$ cat src/hw/btx_cfg.svh
`ifndef BTX_CFG_SVH
`define BTX_CFG_SVH

// ----------------------------------------------------------------
// transfer limits
// ----------------------------------------------------------------
`define BTX_MAX_BYTES       16'h0080
`define BTX_BASE_MAX        8'h03
`define BTX_SLOT_MAX        8'h07
`define BTX_SLAVE_MAX_BCD   8'h90
`define BTX_NET_CNT_MAX_BCD 16'h0128
`define BTX_PORT_CODE       8'hF1
`define BTX_BCD_DIGIT_MAX   4'h9

// ----------------------------------------------------------------
// structure sizes
// ----------------------------------------------------------------
`define BTX_FIFO_WIDTH      8
`define BTX_FIFO_DEPTH      16
`define BTX_FAR_AW          8
`define BTX_FAR_BYTES       256

`endif

$ cat src/hw/btx_pkg.sv
package btx_pkg;

  // ----------------------------------------------------------------
  // transfer operations
  // ----------------------------------------------------------------
  typedef enum logic [1:0] {
    module_read_op    = 2'b00,
    module_write_op   = 2'b01,
    network_read_op   = 2'b10,
    network_write_op  = 2'b11
  } btx_op_t;

  // ----------------------------------------------------------------
  // engine states
  // ----------------------------------------------------------------
  typedef enum logic [2:0] {
    dev_idle      = 3'b000,
    dev_wait_busy = 3'b001,
    dev_cmd       = 3'b010,
    dev_rd        = 3'b011,
    dev_wr_fetch  = 3'b100,
    dev_wr_send   = 3'b101,
    dev_done      = 3'b110
  } btx_dev_state_t;

  // ----------------------------------------------------------------
  // far end states
  // ----------------------------------------------------------------
  typedef enum logic [1:0] {
    far_idle = 2'b00,
    far_send = 2'b01,
    far_recv = 2'b10
  } btx_far_state_t;

endpackage

$ cat src/hw/btx_link_if.sv
`timescale 1ns/10ps

interface btx_link_if;
  logic              cmd_valid;   // command offered by the engine
  logic              cmd_ready;   // far end takes the command
  btx_pkg::btx_op_t  cmd_op;      // operation
  logic [15:0]       cmd_sel;     // base/slot or slave/port selection
  logic [7:0]        cmd_count;   // byte count, binary
  logic [15:0]       cmd_addr;    // address inside the far end
  logic [15:0]       cmd_src;     // slave start location, network ops
  logic              h2m_valid;   // write byte offered
  logic              h2m_ready;   // write byte taken
  logic [7:0]        h2m_data;    // write byte
  logic              m2h_valid;   // read byte offered
  logic              m2h_ready;   // read byte taken
  logic [7:0]        m2h_data;    // read byte
  logic              busy;        // communication module busy

  modport dev (
    output cmd_valid, cmd_op, cmd_sel, cmd_count, cmd_addr, cmd_src,
    input  cmd_ready,
    output h2m_valid, h2m_data,
    input  h2m_ready,
    input  m2h_valid, m2h_data,
    output m2h_ready,
    input  busy
  );

  modport far (
    input  cmd_valid, cmd_op, cmd_sel, cmd_count, cmd_addr, cmd_src,
    output cmd_ready,
    input  h2m_valid, h2m_data,
    output h2m_ready,
    output m2h_valid, m2h_data,
    input  m2h_ready,
    output busy
  );
endinterface

$ cat src/hw/btx_fifo.sv
`timescale 1ns/10ps
`include "btx_cfg.svh"

module btx_fifo #(
  parameter int WIDTH = `BTX_FIFO_WIDTH,
  parameter int DEPTH = `BTX_FIFO_DEPTH
) (
  // clock and reset
  input  wire logic             sys_clk,
  input  wire logic             nrst,
  // fill side
  input  wire logic             in_valid,
  output      logic             in_ready,
  input  wire logic [WIDTH-1:0] in_data,
  // drain side
  output      logic             out_valid,
  input  wire logic             out_ready,
  output      logic [WIDTH-1:0] out_data
);
  localparam int AW = $clog2(DEPTH);

  logic [WIDTH-1:0] store_r [DEPTH];  // storage, no reset needed
  logic [AW:0]      wr_ptr_r;         // extra bit tells full from empty
  logic [AW:0]      rd_ptr_r;
  logic             full;
  logic             empty;

  assign empty     = (wr_ptr_r == rd_ptr_r);
  assign full      = (wr_ptr_r[AW] != rd_ptr_r[AW]) &&
                     (wr_ptr_r[AW-1:0] == rd_ptr_r[AW-1:0]);
  assign in_ready  = !full;
  assign out_valid = !empty;
  assign out_data  = store_r[rd_ptr_r[AW-1:0]];

  // ----------------------------------------------------------------
  // storage write
  // ----------------------------------------------------------------
  always_ff @(posedge sys_clk) begin
    if (in_valid && !full) begin
      store_r[wr_ptr_r[AW-1:0]] <= in_data;
    end
  end

  // ----------------------------------------------------------------
  // pointers
  // ----------------------------------------------------------------
  always_ff @(posedge sys_clk or negedge nrst) begin
    if (!nrst) begin
      wr_ptr_r <= '0;
      rd_ptr_r <= '0;
    end else begin
      if (in_valid && !full) begin
        wr_ptr_r <= wr_ptr_r + 1'b1;
      end
      if (out_ready && !empty) begin
        rd_ptr_r <= rd_ptr_r + 1'b1;
      end
    end
  end
endmodule

$ cat src/hw/btx_engine.sv
`timescale 1ns/10ps
`include "btx_cfg.svh"

module btx_engine (
  // clock and reset
  input  wire logic             sys_clk,
  input  wire logic             nrst,
  // instruction issue
  input  wire logic             op_valid,
  input  wire btx_pkg::btx_op_t op_code,
  input  wire logic [15:0]      acc,
  input  wire logic [15:0]      stack1,
  input  wire logic [15:0]      stack2,
  input  wire logic [15:0]      operand,
  input  wire logic             is_net_master,
  output      logic             op_ready,
  output      logic             op_done,
  output      logic             param_error_flag,
  output      logic             comm_module_busy_flag,
  // word memory
  output      logic             mem_req,
  output      logic             mem_we,
  output      logic [15:0]      mem_addr,
  output      logic [15:0]      mem_wdata,
  input  wire logic             mem_gnt,
  input  wire logic [15:0]      mem_rdata,
  // link
  btx_link_if.dev               lnk
);
  btx_pkg::btx_dev_state_t state_r;
  btx_pkg::btx_dev_state_t state_nxt;
  btx_pkg::btx_op_t op_r;          // captured operation
  logic [15:0]      sel_r;         // captured selection
  logic [15:0]      addr_r;        // captured far address
  logic [15:0]      src_r;         // captured slave start
  logic [7:0]       cnt_r;         // captured count, binary
  logic [7:0]       left_r;        // bytes still to move
  logic [15:0]      wptr_r;        // next word location
  logic             phase_r;       // high byte of the word is next
  logic [7:0]       hold_r;        // low byte while packing, high while sending
  logic [7:0]       tx_r;          // byte on offer to the far end
  logic             issue;
  logic             is_net;
  logic             is_rd;
  logic             mod_ok;
  logic             net_ok;
  logic             params_ok;
  logic [7:0]       cnt_bin;
  logic             fifo_valid;
  logic             fifo_ready;
  logic [7:0]       fifo_data;
  logic             pop;
  logic             tx_hs;

  // ----------------------------------------------------------------
  // helpers
  // ----------------------------------------------------------------
  function automatic logic bcd_ok(input logic [15:0] v);
    logic r;
    r = (v[3:0] <= `BTX_BCD_DIGIT_MAX) && (v[7:4] <= `BTX_BCD_DIGIT_MAX) &&
        (v[11:8] <= `BTX_BCD_DIGIT_MAX) && (v[15:12] <= `BTX_BCD_DIGIT_MAX);
    return r;
  endfunction

  function automatic logic [7:0] bcd_to_bin(input logic [11:0] v);
    logic [7:0] r;
    r = ({4'h0, v[11:8]} * 8'h64) + ({4'h0, v[7:4]} * 8'h0A) + {4'h0, v[3:0]};
    return r;
  endfunction

  // ----------------------------------------------------------------
  // parameter checks
  // ----------------------------------------------------------------
  assign issue  = op_valid && (state_r == btx_pkg::dev_idle);
  assign is_net = op_code[1];
  assign is_rd  = (op_r == btx_pkg::module_read_op) ||
                  (op_r == btx_pkg::network_read_op);
  // base in the first byte, slot in the second; count 1..128
  assign mod_ok = (stack2[7:0] <= `BTX_BASE_MAX) &&
                  (stack2[15:8] <= `BTX_SLOT_MAX) &&
                  (stack1 != 16'h0000) && (stack1 <= `BTX_MAX_BYTES);
  // slave address in BCD, then port code or master slot; count even BCD
  assign net_ok = is_net_master &&
                  bcd_ok({8'h00, stack2[7:0]}) &&
                  (stack2[7:0] <= `BTX_SLAVE_MAX_BCD) &&
                  ((stack2[15:8] == `BTX_PORT_CODE) ||
                   (stack2[15:8] <= `BTX_SLOT_MAX)) &&
                  bcd_ok(stack1) && (stack1 <= `BTX_NET_CNT_MAX_BCD) &&
                  !stack1[0];
  assign params_ok = is_net ? net_ok : mod_ok;
  // an even BCD count's ones digit is even, so bit 0 tells parity
  assign cnt_bin   = is_net ? bcd_to_bin(stack1[11:0]) : stack1[7:0];

  // ----------------------------------------------------------------
  // handshakes
  // ----------------------------------------------------------------
  assign op_ready              = (state_r == btx_pkg::dev_idle);
  assign op_done               = (state_r == btx_pkg::dev_done);
  assign comm_module_busy_flag = lnk.busy;
  assign lnk.cmd_valid = (state_r == btx_pkg::dev_cmd);
  assign lnk.cmd_op    = op_r;
  assign lnk.cmd_sel   = sel_r;
  assign lnk.cmd_count = cnt_r;
  assign lnk.cmd_addr  = addr_r;
  assign lnk.cmd_src   = src_r;
  assign lnk.h2m_valid = (state_r == btx_pkg::dev_wr_send);
  assign lnk.h2m_data  = tx_r;
  // the drain stalls while a word write waits, so the fifo can fill
  assign fifo_ready = (state_r == btx_pkg::dev_rd) && !mem_req;
  assign pop        = fifo_valid && fifo_ready;
  assign tx_hs      = lnk.h2m_valid && lnk.h2m_ready;

  btx_fifo #(
    .WIDTH (`BTX_FIFO_WIDTH),
    .DEPTH (`BTX_FIFO_DEPTH)
  ) u_rx_fifo (
    .sys_clk   (sys_clk),
    .nrst      (nrst),
    .in_valid  (lnk.m2h_valid),
    .in_ready  (lnk.m2h_ready),
    .in_data   (lnk.m2h_data),
    .out_valid (fifo_valid),
    .out_ready (fifo_ready),
    .out_data  (fifo_data)
  );

  // ----------------------------------------------------------------
  // next state
  // ----------------------------------------------------------------
  always_comb begin
    state_nxt = state_r;
    case (state_r)
      btx_pkg::dev_idle: begin
        if (issue && !params_ok) begin
          state_nxt = btx_pkg::dev_done;       // refused, nothing moves
        end else if (issue) begin
          state_nxt = is_net ? btx_pkg::dev_wait_busy : btx_pkg::dev_cmd;
        end
      end
      btx_pkg::dev_wait_busy: begin
        if (!lnk.busy) begin
          state_nxt = btx_pkg::dev_cmd;
        end
      end
      btx_pkg::dev_cmd: begin
        if (lnk.cmd_ready) begin
          if (cnt_r == 8'h00) begin
            state_nxt = btx_pkg::dev_done;
          end else begin
            state_nxt = is_rd ? btx_pkg::dev_rd : btx_pkg::dev_wr_fetch;
          end
        end
      end
      btx_pkg::dev_rd: begin
        if ((left_r == 8'h00) && !mem_req) begin
          state_nxt = btx_pkg::dev_done;
        end
      end
      btx_pkg::dev_wr_fetch: begin
        if (mem_req && mem_gnt) begin
          state_nxt = btx_pkg::dev_wr_send;
        end
      end
      btx_pkg::dev_wr_send: begin
        if (tx_hs && (left_r == 8'h01)) begin
          state_nxt = btx_pkg::dev_done;
        end else if (tx_hs && phase_r) begin
          state_nxt = btx_pkg::dev_wr_fetch;
        end
      end
      btx_pkg::dev_done: begin
        state_nxt = btx_pkg::dev_idle;
      end
      default: begin
        state_nxt = btx_pkg::dev_idle;
      end
    endcase
  end

  always_ff @(posedge sys_clk or negedge nrst) begin
    if (!nrst) begin
      state_r <= btx_pkg::dev_idle;
    end else begin
      state_r <= state_nxt;
    end
  end

  // ----------------------------------------------------------------
  // parameter capture and error flag, only at issue
  // ----------------------------------------------------------------
  always_ff @(posedge sys_clk or negedge nrst) begin
    if (!nrst) begin
      op_r             <= btx_pkg::module_read_op;
      sel_r            <= 16'h0000;
      addr_r           <= 16'h0000;
      src_r            <= 16'h0000;
      cnt_r            <= 8'h00;
      param_error_flag <= 1'b0;
    end else if (issue) begin
      param_error_flag <= !params_ok;
      if (params_ok) begin
        op_r   <= op_code;
        sel_r  <= stack2;
        addr_r <= acc;
        src_r  <= is_net ? operand : 16'h0000;
        cnt_r  <= cnt_bin;
      end
    end
  end

  // ----------------------------------------------------------------
  // byte counting and packing
  // ----------------------------------------------------------------
  always_ff @(posedge sys_clk or negedge nrst) begin
    if (!nrst) begin
      left_r  <= 8'h00;
      phase_r <= 1'b0;
      hold_r  <= 8'h00;
      tx_r    <= 8'h00;
    end else if (issue) begin
      left_r  <= cnt_bin;
      phase_r <= 1'b0;
    end else if (pop) begin
      left_r  <= left_r - 8'h01;
      phase_r <= !phase_r;
      hold_r  <= fifo_data;
    end else if ((state_r == btx_pkg::dev_wr_fetch) && mem_req && mem_gnt) begin
      tx_r    <= mem_rdata[7:0];
      hold_r  <= mem_rdata[15:8];
      phase_r <= 1'b0;
    end else if (tx_hs) begin
      left_r  <= left_r - 8'h01;
      tx_r    <= hold_r;
      phase_r <= 1'b1;
    end
  end

  // ----------------------------------------------------------------
  // word memory requests; a request holds until granted
  // ----------------------------------------------------------------
  always_ff @(posedge sys_clk or negedge nrst) begin
    if (!nrst) begin
      mem_req   <= 1'b0;
      mem_we    <= 1'b0;
      mem_addr  <= 16'h0000;
      mem_wdata <= 16'h0000;
      wptr_r    <= 16'h0000;
    end else if (issue) begin
      wptr_r    <= operand;
    end else if (mem_req && mem_gnt) begin
      mem_req   <= 1'b0;
      wptr_r    <= wptr_r + 16'h0001;
    end else if ((state_r == btx_pkg::dev_wr_fetch) && !mem_req) begin
      mem_req   <= 1'b1;
      mem_we    <= 1'b0;
      mem_addr  <= wptr_r;
    end else if (pop && (phase_r || (left_r == 8'h01))) begin
      mem_req   <= 1'b1;
      mem_we    <= 1'b1;
      mem_addr  <= wptr_r;
      // odd last byte leaves the high byte zero
      mem_wdata <= phase_r ? {fifo_data, hold_r} : {8'h00, fifo_data};
    end
  end
endmodule

$ cat src/flat_wrapper.sv
// flat-port wrapper written by rule: the top's interface ports become plain ports
module btx_engine_flat 
  (sys_clk, nrst, op_valid, op_code, acc, stack1, stack2, operand, is_net_master, op_ready, op_done, param_error_flag, comm_module_busy_flag, mem_req, mem_we, mem_addr, mem_wdata, mem_gnt, mem_rdata, lnk_cmd_valid, lnk_cmd_op, lnk_cmd_sel, lnk_cmd_count, lnk_cmd_addr, lnk_cmd_src, lnk_cmd_ready, lnk_h2m_valid, lnk_h2m_data, lnk_h2m_ready, lnk_m2h_valid, lnk_m2h_data, lnk_m2h_ready, lnk_busy);
  btx_link_if lnk_i ();
  input  wire logic sys_clk;
  input  wire logic nrst;
  input  wire logic op_valid;
  input  wire btx_pkg::btx_op_t op_code;
  input  wire logic [15:0] acc;
  input  wire logic [15:0] stack1;
  input  wire logic [15:0] stack2;
  input  wire logic [15:0] operand;
  input  wire logic is_net_master;
  output      logic op_ready;
  output      logic op_done;
  output      logic param_error_flag;
  output      logic comm_module_busy_flag;
  output      logic mem_req;
  output      logic mem_we;
  output      logic [15:0] mem_addr;
  output      logic [15:0] mem_wdata;
  input  wire logic mem_gnt;
  input  wire logic [15:0] mem_rdata;
  output wire logic [$bits(lnk_i.cmd_valid)-1:0] lnk_cmd_valid;
  output wire logic [$bits(lnk_i.cmd_op)-1:0] lnk_cmd_op;
  output wire logic [$bits(lnk_i.cmd_sel)-1:0] lnk_cmd_sel;
  output wire logic [$bits(lnk_i.cmd_count)-1:0] lnk_cmd_count;
  output wire logic [$bits(lnk_i.cmd_addr)-1:0] lnk_cmd_addr;
  output wire logic [$bits(lnk_i.cmd_src)-1:0] lnk_cmd_src;
  input wire logic [$bits(lnk_i.cmd_ready)-1:0] lnk_cmd_ready;
  output wire logic [$bits(lnk_i.h2m_valid)-1:0] lnk_h2m_valid;
  output wire logic [$bits(lnk_i.h2m_data)-1:0] lnk_h2m_data;
  input wire logic [$bits(lnk_i.h2m_ready)-1:0] lnk_h2m_ready;
  input wire logic [$bits(lnk_i.m2h_valid)-1:0] lnk_m2h_valid;
  input wire logic [$bits(lnk_i.m2h_data)-1:0] lnk_m2h_data;
  output wire logic [$bits(lnk_i.m2h_ready)-1:0] lnk_m2h_ready;
  input wire logic [$bits(lnk_i.busy)-1:0] lnk_busy;
  assign lnk_cmd_valid = lnk_i.cmd_valid;
  assign lnk_cmd_op = lnk_i.cmd_op;
  assign lnk_cmd_sel = lnk_i.cmd_sel;
  assign lnk_cmd_count = lnk_i.cmd_count;
  assign lnk_cmd_addr = lnk_i.cmd_addr;
  assign lnk_cmd_src = lnk_i.cmd_src;
  assign lnk_i.cmd_ready = lnk_cmd_ready;
  assign lnk_h2m_valid = lnk_i.h2m_valid;
  assign lnk_h2m_data = lnk_i.h2m_data;
  assign lnk_i.h2m_ready = lnk_h2m_ready;
  assign lnk_i.m2h_valid = lnk_m2h_valid;
  assign lnk_i.m2h_data = lnk_m2h_data;
  assign lnk_m2h_ready = lnk_i.m2h_ready;
  assign lnk_i.busy = lnk_busy;
  btx_engine u_core (.sys_clk(sys_clk), .nrst(nrst), .op_valid(op_valid), .op_code(op_code), .acc(acc), .stack1(stack1), .stack2(stack2), .operand(operand), .is_net_master(is_net_master), .op_ready(op_ready), .op_done(op_done), .param_error_flag(param_error_flag), .comm_module_busy_flag(comm_module_busy_flag), .mem_req(mem_req), .mem_we(mem_we), .mem_addr(mem_addr), .mem_wdata(mem_wdata), .mem_gnt(mem_gnt), .mem_rdata(mem_rdata), .lnk(lnk_i));
endmodule
$ cat config.mk
export PLATFORM = sky130hd
export DESIGN_NAME = btx_engine_flat
export DESIGN_NICKNAME = d
export VERILOG_FILES = /design/src/hw/btx_pkg.sv /design/src/hw/btx_link_if.sv /design/src/hw/btx_fifo.sv /design/src/hw/btx_engine.sv /design/src/flat_wrapper.sv
export VERILOG_INCLUDE_DIRS = /design/src /design/src/hw
export SDC_FILE = /design/constraint.sdc
export NUM_CORES = 1
export LEC_CHECK = 0
export CAP_MARGIN = 20
export CORE_UTILIZATION = 55
export DETAILED_ROUTE_END_ITERATION = 7
export DONT_BUFFER_PORTS = 1
export PLACE_DENSITY_LB_ADDON = 0.1
export SLEW_MARGIN = 20
export SYNTH_ARGS = -nofsm -noshare
export SYNTH_HDL_FRONTEND = slang
export SYNTH_SLANG_ARGS = --single-unit
export TNS_END_PERCENT = 1
$ cat constraint.sdc
create_clock -name sys_clk -period 3.8 [get_ports sys_clk]
set_clock_uncertainty 0.05 [all_clocks]
set_input_delay 0.76 -clock sys_clk [delete_from_list [all_inputs] [get_ports sys_clk]]
set_output_delay 0.76 -clock sys_clk [all_outputs]
set_load 0.005 [all_outputs]
==> flow_metrics.env <==
export IMPL_pre_cts_ws_ns=0.123
export IMPL_grt_max_degree=148
export IMPL_status="finished with violations"
export IMPL_cts_sinks=275
export IMPL_die_area_mm2=0.0232
export IMPL_drt_iter0_drc=587
export IMPL_ys_ff_latch=275
export IMPL_async_reset_ff_share_pct=53.5
export IMPL_critical_path_required_ns=4.16
export IMPL_fp_dieW_um=152
export IMPL_clkPwrFrac_pct=28.1
export IMPL_fin_hold_ws_ns=-0.120
export IMPL_failed_checks="DRC, hold timing"
export IMPL_io_pins=206
export IMPL_cts_root_buf="clkbuf_16"
export IMPL_synthTopCellsByArea="edfxtp_1 (31%), dfrtp_1 (30%), mux4_2 (5.8%), mux2_2 (5.5%), nand2_1 (3.5%)"
export IMPL_arrival_ns=3.52
export IMPL_final_cell_area_mm2=0.0137
export IMPL_first_pass_iters=7
export IMPL_maxSlewHeadroom_pct=41.9
export IMPL_synth_area_per_cell_um2=13.1
export IMPL_avgViaCountPerCell=5.96
export IMPL_clock_latency_ns=0.53
export IMPL_area_delta_synth_final_pct=10.2
export IMPL_place_inst=1210
export IMPL_nNetsFinal=1090
export IMPL_swShare_pct=31.8
export IMPL_grt_overflow_total=0
export IMPL_yosys_warnings=0
export IMPL_max_freq_mhz=317
export IMPL_core_mm2=0.0220
export IMPL_start_kind="input port"
export IMPL_synth_ff_type="dfrtp_1"
export IMPL_path_max_fanout=7
export IMPL_cts_tree="yes"
export IMPL_tns_ns=0
export IMPL_yosysSeqAreaShare_pct=60.4
export IMPL_r2r_slack_ns=1.02
export IMPL_syn_cell_area_mm2=0.0124
export IMPL_fp_dieH_um=152
export IMPL_syn_nets=1080
export IMPL_fin_ws_ns=0.645
export IMPL_synth_top_area_cell="edfxtp_1"
export IMPL_dpl_cell_area_mm2=0.0128
export IMPL_final_cells=1261
export IMPL_layout_drive_gt1_share_pct=17.5
export IMPL_hold_class="in -> async"
export IMPL_timing_rr_end="u_core.lnk.cmd_op[1]$_DFFE_PN0P_"
export IMPL_dp_hpwl_um=18400
export IMPL_worstRegToRegCells=6
export IMPL_period_share_pct=83.0
export IMPL_initial_utilization_pct=56.5
export IMPL_rsz0062_at_grt="no"
export IMPL_row_count=54
export IMPL_cts_repair_resized=0
export IMPL_cts_max_level=1
export IMPL_tightest_slew_ns=0.868
export IMPL_antenna_found_initial=1
export IMPL_ir_drop_mv=0.446
export IMPL_synth_top_area_share_pct=30.9
export IMPL_hold_violations=147
export IMPL_cp_end_kind="flip-flop"
export IMPL_gr_usage_all_layers_pct=22.9
export IMPL_critical_path_class="in -> reg"
export IMPL_yosysMostFrequentCell="dfrtp_1"
export IMPL_nFillCells=1661
export IMPL_drc=17
export IMPL_post_cts_buffers=0
export IMPL_maxCapViolCount=0
export IMPL_diodes=0
export IMPL_wl_per_cell_um=21.0
export IMPL_gp_congestion=0.867
export IMPL_period_minus_slack_ns=3.16
export IMPL_cellInternalPower_mw=6.46
export IMPL_yosys_top_cells_count="dfrtp_1 (147), edfxtp_1 (128), nand2_1 (115)"
export IMPL_port_buffers=0
export IMPL_syn_inst=950
export IMPL_p_comb_share_pct=26.6
export IMPL_via_count=7512
export IMPL_path_clk_slew_ns=0.06
export IMPL_cts_buffers=28
export IMPL_ant_nets=0
export IMPL_first_global_vias=7751
export IMPL_wl_um=26500
export IMPL_powerDensity_mw_per_mm2=690
export IMPL_p_switching_mw=3.01
export IMPL_yosysUniqueCellTypes=60
export IMPL_synth_edf_count=128
export IMPL_worstReg2RegStart="u_core.left_r[3]$_DFFE_PN0P_"
export IMPL_slew_viol_final=0
export IMPL_max_clock_path_buffers=3
export IMPL_pwr_share_seq_pct=45.3
export IMPL_grt_pass1_wl_um=42100
export IMPL_cellLeakagePower_nw=5.62
export IMPL_finalSetupViolations=0
cell type report:
class                           instances  area [um^2]  area share, %
Multi-Input combinational cell        584         4550           33.2
Timing Repair Buffer                   27          228           1.66
Sequential cell                       275         7520           54.9
Clock buffer                           38          790           5.76
Clock inverter                         13          113          0.821
Inverter                               44          165           1.20
Tap cell                              280          350           2.55
cell usage in the layout (no fill, tap or decap), drive strengths merged, types with 11 or more instances in the layout:
cell type  count
mux4          32
mux2i         43
nand2        115
xnor2         25
edfxtp       128
clkbuf        38
ha            27
inv           44
buf           27
a21oi         26
nor2          47
dfrtp        147
nand4         11
o21ai         71
mux2          63
xor2          15
metal layers:
layer,track usage [%],routed length (um)
met1,30.2,11000
met2,39.5,13200
met3,4.58,1800
met4,5.15,432
met5,0,0
kinds of logic (layout without fill, tap and decap cells):
| logic type | after synthesis | in the layout | share of synthesized area (%) |
|---|---|---|---|
| flip-flops | 275 | 275 | 60.4 |
| AND/OR/NAND/NOR | 243 | 243 | 9.04 |
| multiplexers | 138 | 138 | 14.9 |
| AO/OA/AOI/OAI | 132 | 132 | 6.29 |
| buffers and inverters | 91 | 122 | 3.12 |
| XOR/XNOR | 40 | 40 | 2.81 |
| adder cells (fa/ha/maj) | 31 | 31 | 3.36 |
critical path: stages:
cell,delay (ns)
ha_1,0.26
ha_1,0.16
inv_1,0.05
fa_1,0.48
inv_1,0.04
ha_1,0.28
ha_1,0.31
o21ai_0,0.10
o21a_1,0.20
nor3_1,0.27
o32a_1,0.20
nand3_1,0.10
a211o_1,0.30
sequential cells by signal, indices dropped and copies added (netlist names), 2 cells and up:
name / flops
u_core.hold_r: 8
u_core.left_r: 8
u_core.lnk.cmd_addr: 16
u_core.lnk.cmd_count: 8
u_core.lnk.cmd_op: 2
u_core.lnk.cmd_sel: 16
u_core.lnk.cmd_src: 16
u_core.lnk.h2m_data: 8
u_core.mem_addr: 16
u_core.mem_wdata: 16
u_core.state_r: 3
u_core.u_rx_fifo.rd_ptr_r: 5
u_core.u_rx_fifo.store_r: 128
u_core.u_rx_fifo.wr_ptr_r: 5
u_core.wptr_r: 16
worst max-delay path by stage:
stage / to / from / cells after the start
3_3_place_gp: u_core.left_r[7]$_DFFE_PN0P_ / stack1[5] / 13
3_5_place_dp: u_core.left_r[7]$_DFFE_PN0P_ / stack1[5] / 13
2_1_floorplan: u_core.left_r[7]$_DFFE_PN0P_ / stack1[5] / 13
5_1_grt: u_core.left_r[7]$_DFFE_PN0P_ / stack1[5] / 13
6_report: u_core.left_r[7]$_DFFE_PN0P_ / stack1[5] / 13
4_1_cts: u_core.left_r[7]$_DFFE_PN0P_ / stack1[5] / 13
metrics by stage:
step / hold slack [ns] / power (mW) / utilization, %
floorplan: 0.411 / 6.11 / -
global placement: 0.419 / 6.77 / 58.2
detailed placement: 0.419 / 6.88 / 58.2
CTS: -0.141 / 9.55 / 62.3
global route: -0.147 / 10.0 / 62.3
finish: -0.120 / 9.47 / 62.3
power by group through the flow:
stage	registers [mW]	logic, mW	clock network, mW
floorplan	4.06	2.05	0
global placement	4.31	2.46	0
detailed placement	4.34	2.53	0
CTS	4.29	2.55	2.72
global route	4.37	2.81	2.83
finish	4.29	2.52	2.66
(Power assumes the default switching activity.)
